--- src/hw/conv_ctrl_pkg.sv ---
// Constants shared by the converter control block and its timing module.
// Assumes a single 250 MHz system clock and a byte-wide register bank port.
package conv_ctrl_pkg;
    // ==========================================================
    // Register bank offsets
    localparam logic [3:0] OFS_DAC_ONE_CTRL  = 4'h4;
    localparam logic [3:0] OFS_DAC_TWO_CTRL  = 4'h5;
    localparam logic [3:0] OFS_DAC_ONE_DATA  = 4'h6;
    localparam logic [3:0] OFS_DAC_TWO_DATA  = 4'h7;
    localparam logic [3:0] OFS_ADC_CHAN_CTRL = 4'h8;
    localparam logic [3:0] OFS_ADC_EN_OFS    = 4'h9;
    localparam logic [3:0] OFS_ADC_RESULT    = 4'ha;
    // ==========================================================
    // Field positions
    localparam int BIT_ENABLE    = 7;
    localparam int BIT_START     = 3;
    localparam int BIT_MODE_LO   = 3;
    localparam int BIT_MODE_HI   = 4;
    localparam int BIT_REF_SEL   = 2;
    // ==========================================================
    // Reset values
    localparam logic [7:0] RST_DAC_DATA = 8'h80;
    localparam logic [7:0] RST_CTRL     = 8'h00;
    localparam logic [7:0] RST_RESULT   = 8'h00;
    // ==========================================================
    // Offset codes in bits 0..4 of the enable/offset register
    localparam logic [4:0] OFS_CODE_NONE = 5'h00;
    localparam logic [4:0] OFS_CODE_35   = 5'h01;
    localparam logic [4:0] OFS_CODE_50   = 5'h02;
    // Gain codes
    localparam logic [1:0] GAIN_1X       = 2'h0;
    localparam logic [1:0] GAIN_HALF     = 2'h1;
    localparam logic [1:0] GAIN_QUARTER  = 2'h2;
    // ==========================================================
    // Conversion timing
    localparam int CONV_CYCLES = 35;
    localparam int CNT_W       = 6;
endpackage

--- src/hw/conv_ctrl.sv ---
// Control logic for one 8-bit analog-to-digital and two digital-to-analog converters.
// Assumes a byte register bank port on the processor clock and analog macros outside.
module conv_ctrl (
    input  wire logic       clk,
    input  wire logic       rst,
    input  wire logic [3:0] regAddr,
    input  wire logic       regWr,
    input  wire logic       regRd,
    input  wire logic [7:0] regWdata,
    output logic      [7:0] regRdata,
    input  wire logic [7:0] adcSample,
    output logic      [2:0] adcChannel,
    output logic            adcAnalogMode,
    output logic      [1:0] adcOffsetSel,
    output logic            adcPowerOn,
    output logic            adcSampleHold,
    output logic            adcBusy,
    output logic      [7:0] dacOneCode,
    output logic      [7:0] dacTwoCode,
    output logic      [1:0] dacOneGain,
    output logic      [1:0] dacTwoGain,
    output logic            dacOneExtRef,
    output logic            dacTwoExtRef
);
    import conv_ctrl_pkg::*;

    // ==========================================================
    // Registers and internal state
    logic [7:0] dacOneCtrl_reg;
    logic [7:0] dacTwoCtrl_reg;
    logic [7:0] dacOneData_reg;
    logic [7:0] dacTwoData_reg;
    logic [7:0] chanCtrl_reg;
    logic [7:0] enOfs_reg;
    logic [7:0] result_reg;
    logic [2:0] chanLatched_reg;
    logic [1:0] ofsLatched_reg;
    logic [7:0] rdata_reg;
    logic [1:0] dacOneGain_reg;
    logic [1:0] dacTwoGain_reg;
    logic       analogMode_reg;
    logic       everEnabled_reg;

    // Handshakes from the conversion sequencer
    logic       busy;
    logic       sampleNow;
    logic       done;

    // ==========================================================
    // Address decode and access gating
    wire enabled    = enOfs_reg[BIT_ENABLE];
    wire hitEnOfs   = (regAddr == OFS_ADC_EN_OFS);
    wire hitChan    = (regAddr == OFS_ADC_CHAN_CTRL);
    wire hitResult  = (regAddr == OFS_ADC_RESULT);
    wire adcAllowed = enabled;
    wire wrEnOfs    = regWr && hitEnOfs;
    wire wrChan     = regWr && hitChan && adcAllowed;
    wire wrDacOneC  = regWr && (regAddr == OFS_DAC_ONE_CTRL);
    wire wrDacTwoC  = regWr && (regAddr == OFS_DAC_TWO_CTRL);
    wire wrDacOneD  = regWr && (regAddr == OFS_DAC_ONE_DATA);
    wire wrDacTwoD  = regWr && (regAddr == OFS_DAC_TWO_DATA);
    // Command bit one converts once; zero requests nothing
    wire startReq   = wrChan && regWdata[BIT_START];
    // Dropping the enable cancels any conversion in flight
    wire cancelConv = wrEnOfs && !regWdata[BIT_ENABLE];

    // ==========================================================
    // Converter control registers; start bit clears on completion
    always_ff @(posedge clk or posedge rst) begin
        if (rst) begin
            enOfs_reg      <= RST_CTRL;
            chanCtrl_reg   <= RST_CTRL;
            analogMode_reg <= 1'b0;
        end else begin
            if (wrEnOfs)
                enOfs_reg <= regWdata;
            if (wrChan) begin
                chanCtrl_reg   <= regWdata;
                analogMode_reg <= regWdata[BIT_MODE_LO] | regWdata[BIT_MODE_HI];
            end else if (done || cancelConv) begin
                chanCtrl_reg[BIT_START] <= 1'b0;
                analogMode_reg          <= chanCtrl_reg[BIT_MODE_HI]; // Start bit is the low mode bit
            end
        end
    end

    // ==========================================================
    // Settings are captured only when a start arrives
    always_ff @(posedge clk or posedge rst) begin
        if (rst) begin
            chanLatched_reg <= 3'h0;
            ofsLatched_reg  <= 2'h0;
        end else if (startReq) begin
            chanLatched_reg <= regWdata[2:0];
            ofsLatched_reg  <= offsetCode(enOfs_reg[4:0]);
        end
    end

    // Map offset field onto the ladder tap selection
    function automatic logic [1:0] offsetCode(input logic [4:0] f);
        if (f == OFS_CODE_35)
            return 2'h1;
        else if (f == OFS_CODE_50)
            return 2'h2;
        else
            return 2'h0;
    endfunction

    // ==========================================================
    // Conversion sequencer
    conv_timer #(
        .CYCLES (CONV_CYCLES),
        .CW     (CNT_W)
    ) u_timer (
        .clk       (clk),
        .rst       (rst),
        .start     (startReq),
        .cancel    (cancelConv),
        .busy      (busy),
        .sampleNow (sampleNow),
        .done      (done)
    );

    // Result updates only at completion, never by a write
    always_ff @(posedge clk or posedge rst) begin
        if (rst) begin
            result_reg      <= RST_RESULT;
            everEnabled_reg <= 1'b0;
        end else begin
            if (sampleNow)
                result_reg <= adcSample;
            if (wrEnOfs && regWdata[BIT_ENABLE])
                everEnabled_reg <= 1'b1;
        end
    end

    // ==========================================================
    // Output converter registers
    always_ff @(posedge clk or posedge rst) begin
        if (rst) begin
            dacOneData_reg <= RST_DAC_DATA;
            dacTwoData_reg <= RST_DAC_DATA;
            dacOneCtrl_reg <= RST_CTRL;
            dacTwoCtrl_reg <= RST_CTRL;
            dacOneGain_reg <= GAIN_1X;
            dacTwoGain_reg <= GAIN_1X;
        end else begin
            if (wrDacOneD)
                dacOneData_reg <= regWdata;
            if (wrDacTwoD)
                dacTwoData_reg <= regWdata;
            if (wrDacOneC) begin
                dacOneCtrl_reg <= regWdata;
                dacOneGain_reg <= gainCode(regWdata[1:0]);
            end
            if (wrDacTwoC) begin
                dacTwoCtrl_reg <= regWdata;
                dacTwoGain_reg <= gainCode(regWdata[1:0]);
            end
        end
    end

    // Gain code 11 folds onto 1X
    function automatic logic [1:0] gainCode(input logic [1:0] g);
        return (g == 2'h3) ? GAIN_1X : g;
    endfunction

    // ==========================================================
    // Read path; ADC channel and result registers read zero while disabled
    wire [7:0] resultView = everEnabled_reg ? result_reg : 8'h00;
    wire [7:0] rdMux =
        (regAddr == OFS_DAC_ONE_CTRL) ? dacOneCtrl_reg :
        (regAddr == OFS_DAC_TWO_CTRL) ? dacTwoCtrl_reg :
        (regAddr == OFS_DAC_ONE_DATA) ? dacOneData_reg :
        (regAddr == OFS_DAC_TWO_DATA) ? dacTwoData_reg :
        hitEnOfs                      ? enOfs_reg      :
        (hitChan && adcAllowed)       ? chanCtrl_reg   :
        (hitResult && adcAllowed)     ? resultView     :
        8'h00;

    // Registered read data
    always_ff @(posedge clk or posedge rst) begin
        if (rst)
            rdata_reg <= 8'h00;
        else if (regRd)
            rdata_reg <= rdMux;
    end

    // ==========================================================
    // Outputs to the analog macros
    assign regRdata      = rdata_reg;
    assign adcChannel    = chanLatched_reg;
    assign adcAnalogMode = analogMode_reg;
    assign adcOffsetSel  = ofsLatched_reg;
    assign adcPowerOn    = enabled;
    assign adcSampleHold = busy;
    assign adcBusy       = busy;
    assign dacOneCode    = dacOneData_reg;
    assign dacTwoCode    = dacTwoData_reg;
    assign dacOneGain    = dacOneGain_reg;
    assign dacTwoGain    = dacTwoGain_reg;
    assign dacOneExtRef  = dacOneCtrl_reg[BIT_REF_SEL];
    assign dacTwoExtRef  = dacTwoCtrl_reg[BIT_REF_SEL];
endmodule

--- src/hw/conv_timer.sv ---
// Conversion sequencer: counts a fixed number of cycles per conversion.
// Assumes start and abort come from logic on the same clock.
module conv_timer #(
    parameter int CYCLES = conv_ctrl_pkg::CONV_CYCLES,
    parameter int CW     = conv_ctrl_pkg::CNT_W
) (
    input  wire logic clk,
    input  wire logic rst,
    input  wire logic start,
    input  wire logic cancel,
    output logic      busy,
    output logic      sampleNow,
    output logic      done
);
    import conv_ctrl_pkg::*;
    localparam logic [CW-1:0] LAST = CW'(CYCLES - 1);
    logic [CW-1:0] cnt_reg;
    logic          busy_reg;

    // ==========================================================
    // Counter: a start restarts from zero even mid conversion
    always_ff @(posedge clk or posedge rst) begin
        if (rst) begin
            cnt_reg  <= '0;
            busy_reg <= 1'b0;
        end else if (start) begin
            cnt_reg  <= '0;
            busy_reg <= 1'b1;
        end else if (cancel || done) begin
            busy_reg <= 1'b0;
        end else if (busy_reg) begin
            cnt_reg <= cnt_reg + CW'(1);
        end
    end

    // Done after CYCLES busy cycles; sample at the final cycle
    assign busy      = busy_reg;
    assign done      = busy_reg && !start && !cancel && (cnt_reg == LAST);
    assign sampleNow = done;
endmodule

--- config.mk ---
export PLATFORM = sky130hd
export DESIGN_NAME = conv_ctrl
export DESIGN_NICKNAME = d
export VERILOG_FILES = /design/src/hw/conv_ctrl_pkg.sv /design/src/hw/conv_ctrl.sv /design/src/hw/conv_timer.sv
export SDC_FILE = /design/constraint.sdc
export NUM_CORES = 1
export LEC_CHECK = 0
export ABC_AREA = 1
export BUFFER_PORTS_ARGS = -buffer_cell sky130_fd_sc_hd__buf_4
export CAP_MARGIN = 20
export CORE_UTILIZATION = 45
export DETAILED_ROUTE_END_ITERATION = 8
export GPL_TIMING_DRIVEN = 0
export PLACE_DENSITY_LB_ADDON = 0.15
export SKIP_LAST_GASP = 1
export SLEW_MARGIN = 20
export SYNTH_ARGS = -nofsm -noshare
export SYNTH_HDL_FRONTEND = slang
export SYNTH_SLANG_ARGS = --single-unit
--- constraint.sdc ---
create_clock -name clk -period 2.47 [get_ports clk]
set_input_delay 0.494 -clock clk [delete_from_list [all_inputs] [get_ports clk]]
set_output_delay 0.494 -clock clk [all_outputs]
set_load 0.1 [all_outputs]
Word-level counts from Yosys, hierarchy flattened:

Index checks and enable logic that the tools add are counted.

* output and inout bits: 39
* word-level logic and storage cells: 73
* flip-flop bits (word level): 82

* bitwise operators: 1
* add/subtract/negate cells: 1
* equal/unequal tests: 12
* muxes and demuxes: 19
* reduce and logical (&&, ||, !) cells: 23

Operators by type and width (count)
* 8-bit 2-to-1 mux: 8
* 6-bit 2-to-1 mux: 3
* 4-bit by 3-bit equality test with 1-bit output, second input constant: 4
* 1-bit logical AND: 15
* 4-bit equality test, second input constant: 3
* 6-bit by 1-bit adder with 6-bit output, second input constant: 1
* 6-bit equality test, second input constant: 1
* 2-bit 2-to-1 mux: 3
* 2-bit nonzero test: 3
* 5-bit by 1-bit equality test with 1-bit output, second input constant: 1
* 5-bit by 2-bit equality test with 1-bit output, second input constant: 1
* 1-bit 2-to-1 mux: 5
* 1-bit logical NOT: 3
* 2-bit equality test, second input constant: 1
* 2-bit by 1-bit inequality test with 1-bit output, second input constant: 1
* 2-bit AND reduction: 1
* 1-bit logical OR: 1
* 1-bit bitwise OR: 1

Logic depth before layout (Yosys ltp):

* depth in word-level cells: 11
* mapped depth: 10
* mapped depth without buffers: 10

By module:

Synthesis repeated with hierarchy kept, for this count alone.

* cell total of the unflattened synthesis: 468
* area, all modules: 3973.8 um^2

By module, submodules not included
* conv_ctrl: area each 3490.8 um^2, times used 1, cells an instance 401
* conv_timer: area each 483.0 um^2, times used 1, cells an instance 67

Worst setup path after synthesis:

No wires, ideal clock.

* path type: register to register
* from: register enOfs_reg[7]
* to: register u_timer.cnt_reg[0]
* period minus slack after synthesis: 2.074 ns
* cell stages (with the launch flop): 8
* setup time: 0.121 ns
* buffers on the path: 0
* path slack: 0.396 ns
* arrival: 1.953 ns
* cell sequence: dfrtp_1 nand3_2 nor2_8 nand3_4 nand2_1 nand3_2 inv_2 o21ai_1

* cells in the longest elaborated chain, start to end: 9
* elaborated cells on any way between the ends: 11
* those cells by class: 1 x eq/ne; 1 x mux; 9 x reduce/logical

RTL lines
* start: declaration: line conv_ctrl.sv:34 `logic [7:0] enOfs_reg;`
* start signal: assignment: line conv_ctrl.sv:76 `enOfs_reg <= regWdata;`
* 1-bit logical AND *: line conv_ctrl.sv:57 `wire wrChan = regWr && hitChan && adcAllowed;`
* 1-bit logical AND *: line conv_ctrl.sv:63 `wire startReq = wrChan && regWdata[BIT_START];`
* 1-bit logical NOT: line conv_timer.sv:38 `assign done = busy_reg && !start && !cancel && (cnt_reg == LAST);`
* 1-bit logical AND (3 in a row): line conv_timer.sv:38
* 1-bit logical OR: line conv_timer.sv:29 `end else if (cancel || done) begin`
* 2-bit by 1-bit inequality test with 1-bit output (no line)
* 2-bit AND reduction (no line)
* end signal: assignment: line conv_timer.sv:32 `cnt_reg <= cnt_reg + CW'(1);`
* end: declaration: line conv_timer.sv:17 `logic [CW-1:0] cnt_reg;`

Mark *: on every way between the ends. The rest lies on a longest branch, timed or not.
A chain may end at the register's enable or synchronous reset.

Final worst setup path:

* from: register dacOneData_reg[7] (netlist: dacOneCode[7])
* to: output port dacOneCode[7]

RTL lines
* start: declaration: line conv_ctrl.sv:31 `logic [7:0] dacOneData_reg;`
* start signal: assignment: line conv_ctrl.sv:149 `dacOneData_reg <= regWdata;`
* end: declaration: line conv_ctrl.sv:18 `output logic [7:0] dacOneCode,`

No word-level cell between the ends.

==> qor.yml <==
yosys:
  yosys_most_used_dff: "dfrtp_1"
  synth_edf_count: 0
  synth_cell_type_count: 31
  syn_avg_cell_area_um2: 8.22
  synth_cells: 477
  mappedNetlistArea_mm2: 0.00392
  async_flop_share_pct: 100
  ys_ff_latch: 82
  ys.warnings.count: 0
  syn_nets: 503
  seq_area_frac_synth_pct: 52.4
floorplanning:
  core_mm2: 0.00834
  io_pins: 63
  die_x_um: 95.4
  start_util_pct: 47.0
  row_count: 33
  die_h_um: 95.4
  dieArea_mm2: 0.00909
timing:
  slew_headroom_pct: 58.7
  fin_skew_ns: 0.00275
  whs_ns: 0.213
  final_hold_viol_count: 0
  fin_crit_ns: 1.69
  max_freq_ghz: 0.590
  rsz0062_at_grt: "false"
  drv_slew: 0
  finalSetupTns_ns: 0
  post-route-period-util_pct: 68.6
  setup_viol: 0
  tightest_slew_ns: 0.618
finish:
  final_common_cell: "nand2_1"
  area_growth_pct: 22.0
  fillers: 809
  drive_gt1_share_pct: 21.9
  layout_common_cells: "nand2_1, dfrtp_1, buf_4"
  ff_latch_area_mm2: 0.00205
  fin_cells: 662
  diodes: 0
  postLayoutCoreUtil_pct: 57.4
  multiInputGateArea_mm2: 0.00155
  layout.nets: 578
routing:
  first_pass_iters: 4
  via_per_inst: 5.05
  drt-wirelength-per-cell_um: 14.5
  drc: 0
  drt_iter0_markers: 182
  ant_nets: 0
  vias: 3345
  routed_wl_um: 9630
global_route:
  gr-usage-met2_pct: 36.0
  use_met3_pct: 3.51
  grtUsageMet1_pct: 33.0
  grt_busiest_layer: "met2"
  track_usage_pct: 23.4
  grt_pass1_vias: 3182
  grt-ovfl-total: 0
  grt_max_degree: 33
  antenna_found_initial: 0
  grt_pass1_wl_um: 15700
clock_network:
  ctsHtreeMaxLevel: 3
  cts_tree: "yes"
  postCtsHoldBufs: 0
  root_buffer: "clkbuf_8"
  cts_setup_buffers: 0
  cts_buffers: 9
  cts_buffer_depth: 2
  cts_resized: 0
  clk_pin_slew_ns: 0.08
  clock-sinks: 82
  clk_latency_ns: 0.35
worst_setup_path:
  r2r-start: "enOfs_reg[7]$_DFFE_PP0N_"
  critPathMaxFanout: 3
  critPathTopFamily: "flip-flops"
  slowest_delay_ns: 0.56
  crit_arrival_ns: 1.20
  critPathRequiredTime_ns: 1.98
  end_kind: "output pin"
  worstSetupStartpointType: "register"
  reg2reg_setup_slack_ns: 0.84
  worstSetupPathType: "reg2out"
  critPathSlowestCell: "dfstp_2"
  crit_chain: "buf_4"
  cp_num_buf_inv: 1
  reg2reg_depth: 7
  reg2reg_to: "u_timer.cnt_reg[5]$_DFFE_PP0P_"
  cp-startpoint: "dacOneCode[7]$_DFFE_PP1P_"
power:
  p_total_w: 0.00485
  p_per_area_mw_per_mm2: 1010
  power.leakage_nw: 2.56
  ir_drop_v: 0.000460
placement:
  io_buffers: 62
  placed_cells: 646
  dpl.hpwl_um: 7070
  globalplace.congestion: 0.846
job:
  cap_violations: 0
hold_path:
  hold_class: "in2async"
run_status:
  status: "finished, final reports clean"
-- report_power, final --
group | leakage (nW) | internal (W) | switching, W | total (W)
Clock | 0.111 | 0.000627 | 0.000471 | 0.00110
Combinational | 1.39 | 0.000448 | 0.00137 | 0.00182
Sequential | 1.05 | 0.00168 | 0.000250 | 0.00193
Total | 2.56 | 0.00276 | 0.00209 | 0.00485
-- metal layers --
| metal | part of all wire (%) | vias up | wire (µm) |
|---|---|---|---|
| met1 | 48 | 1593 | 4630 |
| met3 | 4.9 | 16 | 469 |
| li1 | - | 1656 | - |
| met4 | 2.1 | 0 | 204 |
| met2 | 45 | 80 | 4320 |
| met5 | 0 | - | 0 |
-- cells in the mapped netlist (3+ instances only) --
cell type | n | share of area (%)
nand2_1 | 148 | 14
dfrtp_1 | 80 | 51
inv_1 | 61 | 5.8
o21ai_0 | 57 | 7.3
nand3_1 | 22 | 2.8
nor2_1 | 21 | 2.0
o21ai_1 | 20 | 2.6
a21oi_1 | 8 | 1.0
buf_2 | 6 | 0.77
inv_2 | 6 | 0.57
nand2_2 | 5 | 0.80
nand4_1 | 5 | 0.80
nor2_4 | 5 | 1.4
nor2_2 | 4 | 0.64
clkbuf_1 | 3 | 0.29
o31ai_2 | 3 | 0.96
-- logic make-up after synthesis --
family	count (synthesis)	synth area share [%]
and+or+nand+nor	220	25.8
AOI/OAI and AO/OA	93	12.8
DFF	82	52.4
buffers and inverters	79	8.14
adders and majority gates	2	0.638
xor gates and xnor gates	1	0.223
-- cell type report --
| class | instances | area share, % |
|---|---|---|
| flip-flops and latches | 82 | 42.9 |
| multi-input cells | 316 | 32.3 |
| repair buffers | 64 | 10.6 |
| inverters | 67 | 5.33 |
| clock buffers | 14 | 3.40 |
| well taps | 105 | 2.75 |
| plain buffers | 12 | 1.41 |
| clock inverters | 2 | 1.26 |
-- metrics by stage --
stage                     setup slack, ns  cell area [µm²]
final                               0.776             4780
after global placement              0.428             4520
after CTS                           0.761             4780
after floorplan                     0.396             3930
after global routing                0.708             4780
after detailed placement            0.603             4560
-- worst max path at each step --
stage                                                 to  slack (ns)  cells after the start
after global routing      u_timer.cnt_reg[0]$_DFFE_PP0P_        0.71                      7
after detailed placement         regRdata[0]$_DFFE_PP0P_        0.60                     11
after floorplan           u_timer.cnt_reg[0]$_DFFE_PP0P_        0.40                      7
final                                      dacOneCode[7]        0.78                      1
after CTS                                  dacOneCode[7]        0.76                      1
after global placement         dacTwoGain[0]$_DFFE_PP0P_        0.43                      2
Note: power is estimated with default switching activity, not from simulation.
